`src/rtl/cfg_regs_map.svh`:
```
`ifndef CFG_REGS_MAP_SVH
`define CFG_REGS_MAP_SVH

// Configuration register indices
`define IDX_UART_MODE       8'h0c
`define IDX_DEVICE_ID       8'h0d
`define IDX_REVISION        8'h0e
`define IDX_TEST_ONE        8'h0f
`define IDX_TEST_TWO        8'h10
`define IDX_TEST_THREE      8'h11
`define IDX_BASE_LOW        8'h12
`define IDX_BASE_HIGH       8'h13

// Reset values
`define RST_UART_MODE       8'h02
`define RST_TEST_ONE        8'h00
`define RST_TEST_TWO        8'h00
`define RST_TEST_THREE      8'h80
`define RST_BASE_LOW_STRAP0 8'h2e
`define RST_BASE_LOW_STRAP1 8'h4e
`define RST_BASE_HIGH       8'h00

// Identity codes; values are arbitrary
`define DEVICE_ID_VALUE     8'ha5
`define REVISION_VALUE      8'h01

// Field masks
`define BASE_LOW_MASK       8'hfe
`define BASE_HIGH_MASK      8'h07

`endif

```
`src/rtl/cfg_regs_pkg.sv`:
```
package cfg_regs_pkg;

  typedef enum logic [2:0] {
    MODE_STANDARD = 3'b000,
    MODE_HP_IR    = 3'b001,
    MODE_ASK_IR   = 3'b010
  } port2_mode_t;

  typedef struct packed {
    logic       port2_fast;
    logic       port1_fast;
    logic [2:0] port2_mode;
    logic       port2_half_duplex;
    logic       port2_tx_low;
    logic       port2_rx_low;
  } uart_mode_t;

  typedef struct packed {
    logic       wr;
    logic       rd;
    logic [7:0] index;
    logic [7:0] wdata;
  } cfg_access_t;

  typedef struct packed {
    logic       port2_rx_invert;
    logic       port2_tx_invert;
    logic       port2_half_duplex;
    logic       port2_std;
    logic       port2_hp_ir;
    logic       port2_ask_ir;
    logic       port2_mode_bad;
    logic       port1_fast;
    logic       port2_fast;
  } uart_ctrl_t;

endpackage

```
`src/rtl/uart_mode_decode.sv`:
```
`include "cfg_regs_map.svh"

module uart_mode_decode (
  // Mode register contents
  input  wire cfg_regs_pkg::uart_mode_t mode_i,
  // Decoded controls
  output wire cfg_regs_pkg::uart_ctrl_t ctrl_o
);

  wire [2:0] mode_code;

  assign mode_code                = mode_i.port2_mode;
  assign ctrl_o.port2_rx_invert   = mode_i.port2_rx_low;
  assign ctrl_o.port2_tx_invert   = mode_i.port2_tx_low;
  assign ctrl_o.port2_half_duplex = mode_i.port2_half_duplex;
  assign ctrl_o.port2_std         = mode_code == cfg_regs_pkg::MODE_STANDARD;
  assign ctrl_o.port2_hp_ir       = mode_code == cfg_regs_pkg::MODE_HP_IR;
  assign ctrl_o.port2_ask_ir      = mode_code == cfg_regs_pkg::MODE_ASK_IR;
  // Reserved codes fall back to none of the three functions
  assign ctrl_o.port2_mode_bad    = mode_code[2] | (mode_code == 3'h3);
  assign ctrl_o.port1_fast        = mode_i.port1_fast;
  assign ctrl_o.port2_fast        = mode_i.port2_fast;

endmodule // uart_mode_decode

```
`src/rtl/cfg_port_decode.sv`:
```
`include "cfg_regs_map.svh"

module cfg_port_decode (
  // Host address
  input  wire logic [15:0] host_addr_i,
  // Active base
  input  wire logic [7:0]  base_low_i,
  input  wire logic [2:0]  base_high_i,
  // Match results
  output wire logic        hit_index_o,
  output wire logic        hit_data_o
);

  wire upper_zero;
  wire pair_match;

  assign upper_zero  = host_addr_i[15:11] == 5'h00;
  assign pair_match  = upper_zero && host_addr_i[10:1] == {base_high_i, base_low_i[7:1]};
  // Even base: index port at A0=0, data port at A0=1
  assign hit_index_o = pair_match && !host_addr_i[0];
  assign hit_data_o  = pair_match && host_addr_i[0];

endmodule // cfg_port_decode

```
`src/rtl/cfg_uart_regs.sv`:
```
`include "cfg_regs_map.svh"

// What this block does
// - Mode register reached only in configuration state with index 0x0c.
// - Mode register returns to 0x02 on power-on or hardware reset.
// - Bit 0 sets port two receive polarity; low is active high.
// - Bit 1 sets port two transmit polarity; default active low.
// - Bit 2 picks half duplex when set, full duplex when clear.
// - Bits 5:3 pick standard, HP infrared or ASK infrared; others reserved.
// - Bit 6 enables port one high speed.
// - Bit 7 enables port two high speed.
// - Identification register is read-only, fixed code, at index 0x0d.
// - Revision register is read-only, fixed code, at index 0x0e.
// - Three test registers at 0x0f-0x11 are plain read/write storage.
// - Test registers reset to 0x00, 0x00 and 0x80.
// - Port decode compares address 10:1 with base; 15:11 must be zero.
// - Base is even; low base bit 0 ignores writes and reads zero.
// - Low base resets to 0x2e with strap low, 0x4e with strap high.
// - After the strap reload, decode moves only when the high base register is written.
// - High base holds address 10:8 in bits 2:0, resets to zero.
module cfg_uart_regs (
  // Clock and reset
  input  wire logic                     mclk_i,
  input  wire logic                     nrst_i,
  // Strap and configuration state
  input  wire logic                     base_address_strap_i,
  input  wire logic                     config_active_i,
  // Register access from the index/data mechanism
  input  wire cfg_regs_pkg::cfg_access_t access_i,
  output logic [7:0]                    rdata_o,
  output logic                          rvalid_o,
  // Host address decode
  input  wire logic [15:0]              host_addr_i,
  output wire logic                     hit_index_o,
  output wire logic                     hit_data_o,
  // Serial port controls and test register contents
  output wire cfg_regs_pkg::uart_ctrl_t uart_ctrl_o,
  output logic [7:0]                    test_one_o,
  output logic [7:0]                    test_two_o,
  output logic [7:0]                    test_three_o
);

  cfg_regs_pkg::uart_mode_t uart_mode_control;
  logic [7:0]               config_port_base_low;
  logic [2:0]               config_port_base_high;
  logic [7:0]               active_base_low;
  logic                     strap_pending;

  wire       wr_ok;
  wire       rd_ok;
  wire       wr_mode;
  wire       wr_t1;
  wire       wr_t2;
  wire       wr_t3;
  wire       wr_low;
  wire       wr_high;
  wire       rd_known;
  wire [7:0] strap_base;
  wire [7:0] next_rdata;

  // Gating by configuration state
  assign wr_ok   = access_i.wr && config_active_i;
  assign rd_ok   = access_i.rd && config_active_i;
  assign wr_mode = wr_ok && access_i.index == `IDX_UART_MODE;
  assign wr_t1   = wr_ok && access_i.index == `IDX_TEST_ONE;
  assign wr_t2   = wr_ok && access_i.index == `IDX_TEST_TWO;
  assign wr_t3   = wr_ok && access_i.index == `IDX_TEST_THREE;
  assign wr_low  = wr_ok && access_i.index == `IDX_BASE_LOW;
  assign wr_high = wr_ok && access_i.index == `IDX_BASE_HIGH;

  assign strap_base = base_address_strap_i ? `RST_BASE_LOW_STRAP1
                                           : `RST_BASE_LOW_STRAP0;

  assign rd_known = access_i.index inside {`IDX_UART_MODE, `IDX_DEVICE_ID,
                                           `IDX_REVISION, `IDX_TEST_ONE,
                                           `IDX_TEST_TWO, `IDX_TEST_THREE,
                                           `IDX_BASE_LOW, `IDX_BASE_HIGH};

  assign next_rdata =
    !rd_ok                                  ? 8'h00 :
    access_i.index == `IDX_UART_MODE        ? uart_mode_control :
    access_i.index == `IDX_DEVICE_ID        ? `DEVICE_ID_VALUE :
    access_i.index == `IDX_REVISION         ? `REVISION_VALUE :
    access_i.index == `IDX_TEST_ONE         ? test_one_o :
    access_i.index == `IDX_TEST_TWO         ? test_two_o :
    access_i.index == `IDX_TEST_THREE       ? test_three_o :
    access_i.index == `IDX_BASE_LOW         ? (config_port_base_low & `BASE_LOW_MASK) :
    access_i.index == `IDX_BASE_HIGH        ? {5'h00, config_port_base_high} :
                                              8'h00;

  always_ff @(posedge mclk_i or negedge nrst_i)
  begin
    if (!nrst_i)
    begin
      uart_mode_control <= `RST_UART_MODE;
      test_one_o        <= `RST_TEST_ONE;
      test_two_o        <= `RST_TEST_TWO;
      test_three_o      <= `RST_TEST_THREE;
    end
    else
    begin
      if (wr_mode)
        uart_mode_control <= access_i.wdata;
      if (wr_t1)
        test_one_o <= access_i.wdata;
      if (wr_t2)
        test_two_o <= access_i.wdata;
      if (wr_t3)
        test_three_o <= access_i.wdata;
    end
  end

  // Strap is sampled on the first clock after reset release, so the
  // asynchronous reset itself loads only constants.
  always_ff @(posedge mclk_i or negedge nrst_i)
  begin
    if (!nrst_i)
    begin
      strap_pending         <= 1'b1;
      config_port_base_low  <= `RST_BASE_LOW_STRAP0;
      active_base_low       <= `RST_BASE_LOW_STRAP0;
      config_port_base_high <= 3'h0;
    end
    else if (strap_pending)
    begin
      strap_pending        <= 1'b0;
      config_port_base_low <= strap_base;
      active_base_low      <= strap_base;
    end
    else
    begin
      if (wr_low)
        config_port_base_low <= access_i.wdata & `BASE_LOW_MASK;
      if (wr_high)
      begin
        config_port_base_high <= access_i.wdata[2:0];
        active_base_low       <= config_port_base_low;
      end
    end
  end

  always_ff @(posedge mclk_i or negedge nrst_i)
  begin
    if (!nrst_i)
    begin
      rdata_o  <= 8'h00;
      rvalid_o <= 1'b0;
    end
    else
    begin
      rdata_o  <= next_rdata;
      rvalid_o <= rd_ok && rd_known;
    end
  end

  // Decode runs off the committed base, not the staged low byte
  cfg_port_decode u_port_decode (
    .host_addr_i (host_addr_i),
    .base_low_i  (active_base_low),
    .base_high_i (config_port_base_high),
    .hit_index_o (hit_index_o),
    .hit_data_o  (hit_data_o)
  );

  uart_mode_decode u_mode_decode (
    .mode_i (uart_mode_control),
    .ctrl_o (uart_ctrl_o)
  );

endmodule // cfg_uart_regs

```
`config.mk`:
```
export PLATFORM = sky130hd
export DESIGN_NAME = cfg_uart_regs
export DESIGN_NICKNAME = d
export VERILOG_FILES = /design/src/rtl/cfg_regs_pkg.sv /design/src/rtl/uart_mode_decode.sv /design/src/rtl/cfg_port_decode.sv /design/src/rtl/cfg_uart_regs.sv
export VERILOG_INCLUDE_DIRS = /design/src /design/src/rtl
export SDC_FILE = /design/constraint.sdc
export NUM_CORES = 1
export LEC_CHECK = 0
export BUFFER_PORTS_ARGS = -buffer_cell sky130_fd_sc_hd__buf_2
export CAP_MARGIN = 40
export CORE_MARGIN = 2
export CORE_UTILIZATION = 52
export DETAILED_ROUTE_END_ITERATION = 10
export GPL_TIMING_DRIVEN = 0
export HOLD_SLACK_MARGIN = 0.03
export PLACE_DENSITY = 0.83
export RECOVER_POWER = 25
export SYNTH_ARGS = -nofsm -noshare
export SYNTH_HDL_FRONTEND = slang
export SYNTH_SLANG_ARGS = --single-unit
```
`constraint.sdc`:
```
create_clock -name mclk_i -period 1.6 [get_ports mclk_i]
set_input_delay 0.32 -clock mclk_i [delete_from_list [all_inputs] [get_ports mclk_i]]
set_output_delay 0.32 -clock mclk_i [all_outputs]
set_load 0.005 [all_outputs]
```
# == Word level (Yosys, flattened, before mapping) ==
# Cells that the tools add are included.
# totals
elab_cells,62
out_inout_bits,44
regBits,61
inputBits,38
# classes
n_reduce_logical,19
bitwise,2
n_eq_ne,12
muxes,14
# op_table
cell,n
$mux W8,12
$eq A8 B4 Y1 const B,4
$eq A8 B5 Y1 const B,4
$logic_and A1 B1 Y1,12
$eq A10 B10 Y1,1
$reduce_bool A8 Y1,1
$mux W7,1
$eq A3 B2 Y1 const B,2
$logic_not A5 Y1,1
$reduce_bool A2 Y1,2
$eq A3 B1 Y1 const B,1
$logic_not A3 Y1,1
$mux W3,1
$reduce_and A2 Y1,1
$logic_not A1 Y1,1
$not A1 Y1,1
$or A1 B1 Y1,1

# == Longest topological paths before layout ==
# depth
word_depth,10
ltp_mapped,6
ltp_nobuf,4

# == Hierarchy ==
# Synthesis repeated with hierarchy kept, for this count alone.
# hier_totals
cells_unflattened,241
area_unflattened_um2,2965.3
# modules_own_cells
mod,area_each_um2,cells_each,instances,seq_area_each_um2
cfg_uart_regs,2736.4,212,1,1490.2
cfg_port_decode,162.7,20,1,0.0
uart_mode_decode,66.3,9,1,0.0

# == Worst setup path before layout ==
# OpenSTA, ideal clock, no wires.
# synth_path
path_kind,in2reg
from,in access_i[15] (netlist name)
to,reg test_three_o[0]
required_ns,1.475
setup_ns,0.125
n_path_buf,1
arrival_ns,1.576
stages,5
setup_slack_ns,-0.101
cell_sequence,nor3_2 > nand2_2 > or4_4 > buf_6 > mux2_4
# synth_via
elab_chain_len,2
# synth_lines
element,line,source
start: declaration,cfg_uart_regs.sv:29,"input wire cfg_regs_pkg::cfg_access_t access_i,"
$eq A8 B5 Y1 (no source line),--,
$logic_and A1 B1 Y1 (no source line),--,
end signal: assignment,cfg_uart_regs.sv:98,test_three_o <= `RST_TEST_THREE;
end signal: assignment,cfg_uart_regs.sv:109,test_three_o <= access_i.wdata;
end: declaration,cfg_uart_regs.sv:40,output logic [7:0] test_three_o
# No other way between the ends.
# A chain may end at the register's enable or synchronous reset.

# == Worst setup path in the final report ==
# layout_path
from,reg active_base_low[1]
to,out hit_data_o
# layout_via
elab_chain_len,3
# layout_lines
element,line,source
start: declaration,cfg_uart_regs.sv:46,logic [7:0] active_base_low;
start signal: assignment,cfg_uart_regs.sv:121,active_base_low <= `RST_BASE_LOW_STRAP0;
start signal: assignment,cfg_uart_regs.sv:128,active_base_low <= strap_base;
start signal: assignment,cfg_uart_regs.sv:137,active_base_low <= config_port_base_low;
$eq A10 B10 Y1,cfg_port_decode.sv:18,"assign pair_match = upper_zero && host_addr_i[10:1] == {base_high_i, base_low_i[7:1]};"
$logic_and A1 B1 Y1,cfg_port_decode.sv:18,
$logic_and A1 B1 Y1,cfg_port_decode.sv:21,assign hit_data_o = pair_match && host_addr_i[0];
end: declaration,cfg_uart_regs.sv:35,"output wire logic hit_data_o,"
# No other way between the ends.

==> results by group <==
Timing
  – Final hold viol count: 0
  – Fin Clk Skew: 7.42 ps
  – RSZ-0062 raised after global routing: true
  – Final worst path period share: 118%
  – Actual slew at the worst max-slew pin: 574 ps
  – Hold slack: 271 ps
  – Pins Over Slew Limit: 0
  – Max Clock Freq: 531 MHz
  – Period minus WS final: 1880 ps
  – PnR worst setup slack: -283 ps
  – Relative slew slack: 61.7%
  – Final setup violation count: 2

Routing
  – WL/cell: 17.6 µm
  – Vias: 2298
  – Total Wirelength: 7.01 mm
  – Routed Antenna Nets: 0
  – DRT iter0 DRCs: 205
  – TritonRoute pass-1 iters: 4
  – Vias per cell: 5.76
  – # DRC: 0

Finish
  – Final net count: 360
  – Share of cells above drive strength 1: 51.1%
  – Post-route insts no fill: 399
  – Synthesis-to-layout area growth: 25.5%
  – Diodes inserted: 0
  – Commonest cells after routing, fill and taps aside: buf_2, dfrtp_1, mux2_2, dfstp_2
  – Most common cell after layout, fill and taps aside: buf_2

Placed design
  – Gpl congestion: 0.832
  – Hpwl dp: 5.13 mm
  – DP Worst Slack: -431 ps
  – Inst Count DP: 383
  – # port buffers: 80

Hold path
  – Hold WC Path Type: primary input to register
  – Hold Path Depth: 2

Worst setup path
  – CP Capture Type: output pin
  – Kind of critical path: register to output pin
  – Worst Path Arrival: 1560 ps
  – Worst Path Required: 1280 ps
  – Critical path launch point type: register
  – Worst Reg2Reg Path Length in Cells: 3
  – Worst Path Max Fanout: 2

Clock tree
  – Inserted Clock Buffers: 9
  – Post-CTS setup buffer count: 0
  – CTS tree: yes
  – Clock transition at path regs: 70 ps
  – Clock Path Buffers: 2
  – Root Buffer: clkbuf_8
  – TritonCTS Sinks: 59
  – Worst-Skew Late Latency: 340 ps
  – H-tree Lvls: 3

Logic synthesis
  – Seq/Total Area, Yosys: 52.1%
  – Synthesized Nets: 268
  – Dominant cell type by area after synthesis: dfrtp_1
  – Syn avg cell area: 12.4 µm²
  – Main synth FF type: dfrtp_1
  – Top post-synthesis cells by area: dfrtp_1, mux2_2, dfstp_2
  – Post-synthesis async set-or-reset flop share: 100%
  – Yosys top cell area share: 42.0%
  – Yosys warnings: 0
  – Cells after synthesis: 230
  – Number of synthesized flops with an enable pin: 0
  – Synth cell types: 44
  – Synthesized area: 0.00286 mm²
  – Yosys reg bits: 59

Floorplan
  – Die area: 0.00611 mm²
  – Num ports: 82
  – Floorplan row count: 27
  – Die width: 78.2 µm
  – Core box area: 0.00541 mm²
  – Height of the die: 78.2 µm
  – Starting Density: 52.9%

GRT
  – Gr usage total: 24.4%
  – GRT overflow: 0
  – Largest net degree at the start of global routing: 37
  – First-pass GRT wire length: 11.2 mm
  – Vias in the first global route: 2263
  – Antenna violations before repair: 0

Power
  – Worst vdd ir: 0.697 mV
  – PD cells: 842 mW/mm²
  – Cell leakage power: 1.87 nW

Job
  – Maxcap violations: 0

Status
  – Violated checks: negative setup slack
  – Status: finished, violations left
cell families (layout without fill, tap and decap cells):
family | count (synthesis) | count (layout) | share of synthesized area (%)
buffers and inverters | 22 | 119 | 4.02
AO/OA/AOI/OAI | 48 | 48 | 13.0
other | 1 | 1 | 0.131
flip-flops | 59 | 59 | 52.1
multiplexers | 44 | 44 | 18.5
AND/OR/NAND/NOR | 46 | 46 | 9.27
XOR/XNOR | 10 | 10 | 3.06
worst max-delay path: stages (launching register included):
cell and delay [ps]:
dfstp_2 550, xnor2_2 110, nand4_1 140, nor4_1 270, buf_2 150
power breakdown:
part	internal, W	total, W	switching [W]	leakage (nW)
clock network	0.000598	0.00117	0.000569	0.0872
logic	0.000133	0.000294	0.000160	1.00
registers	0.00153	0.00156	0.0000311	0.780
total	0.00226	0.00302	0.000761	1.87
worst paths after layout:
| path | from | end | slack [ps] |
|---|---|---|---|
| max | active_base_low[1] | hit_data_o | -280 |
| min reg2reg | active_base_low[2] | active_base_low[2] | 520 |
| max in group asynchronous | nrst_i | config_port_base_low[5] | 200 |
| min | access_i[2] | config_port_base_low[2] | 270 |
| min in group asynchronous | nrst_i | uart_mode_control[4] | 510 |
| max reg2reg | config_port_base_high[1] | rdata_o[1] | 240 |
flip-flops by register name, indices dropped and copies added, names as in the netlist:
register,cells
test_two_o,8
config_port_base_high,3
uart_mode_control,8
test_three_o,8
rdata_o,8
active_base_low,7
test_one_o,8
rvalid_o,1
strap_pending,1
config_port_base_low,7
layer usage:
layer	wire length [µm]	up-vias	GRT usage, %	share of wire (%)
met5	0	-	0	0
met4	167	0	11.9	2.4
met3	409	17	5.29	5.8
met2	3510	85	38.9	50
met1	2920	1151	31.9	42
li1	-	1045	-	-
synth_stat cells (2+ instances only):
cell type  count
xnor2_1       10
a22oi_1        5
mux2i_1        7
dfrtp_1       48
nand3_1        2
o22a_1         6
o21ai_0        8
nor2_1         8
nor3_1         3
nand4_1        5
nor3b_1        2
o2bb2ai_1      6
a31oi_1        2
o221ai_1       2
inv_1          7
a221oi_1       3
buf_2          5
nand2_1       10
a22o_1         8
clkbuf_1       4
a21o_1         4
mux2_4         8
buf_4          5
nor4_1         3
dfstp_2       11
and2_1         2
nor3_2         2
mux2_2        28
layout make-up:
cell class              count  area, µm²
fillers                   427       1810
flip-flops and latches     59       1490
multi-input cells         149       1310
repair buffers             82        418
clock buffers              13        149
plain buffers              14       97.6
well taps                  72       90.1
inverters                   7       26.3
clock inverters             3       15.0
stage by stage:
stage	power (W)	area, µm²	utilization, %	TNS [ps]
after detailed placement	0.00188	3400	62.8	-15750
after floorplan	0.00172	2890	-	-147
after CTS	0.00303	3590	66.3	-607
after global routing	0.00315	3590	66.4	-740
final	0.00302	3590	66.4	-544
after global placement	0.00186	3380	62.5	-11310
repair_timing:
item                                    in CTS  in global routing
endpoints found under the hold margin       16                  0
pin swaps                                    3                  3
hold buffers                                 1                  0
gates resized for setup                      4                  7
endpoints found under the setup margin      16                 15
Note: power is estimated with default switching activity, not from simulation.
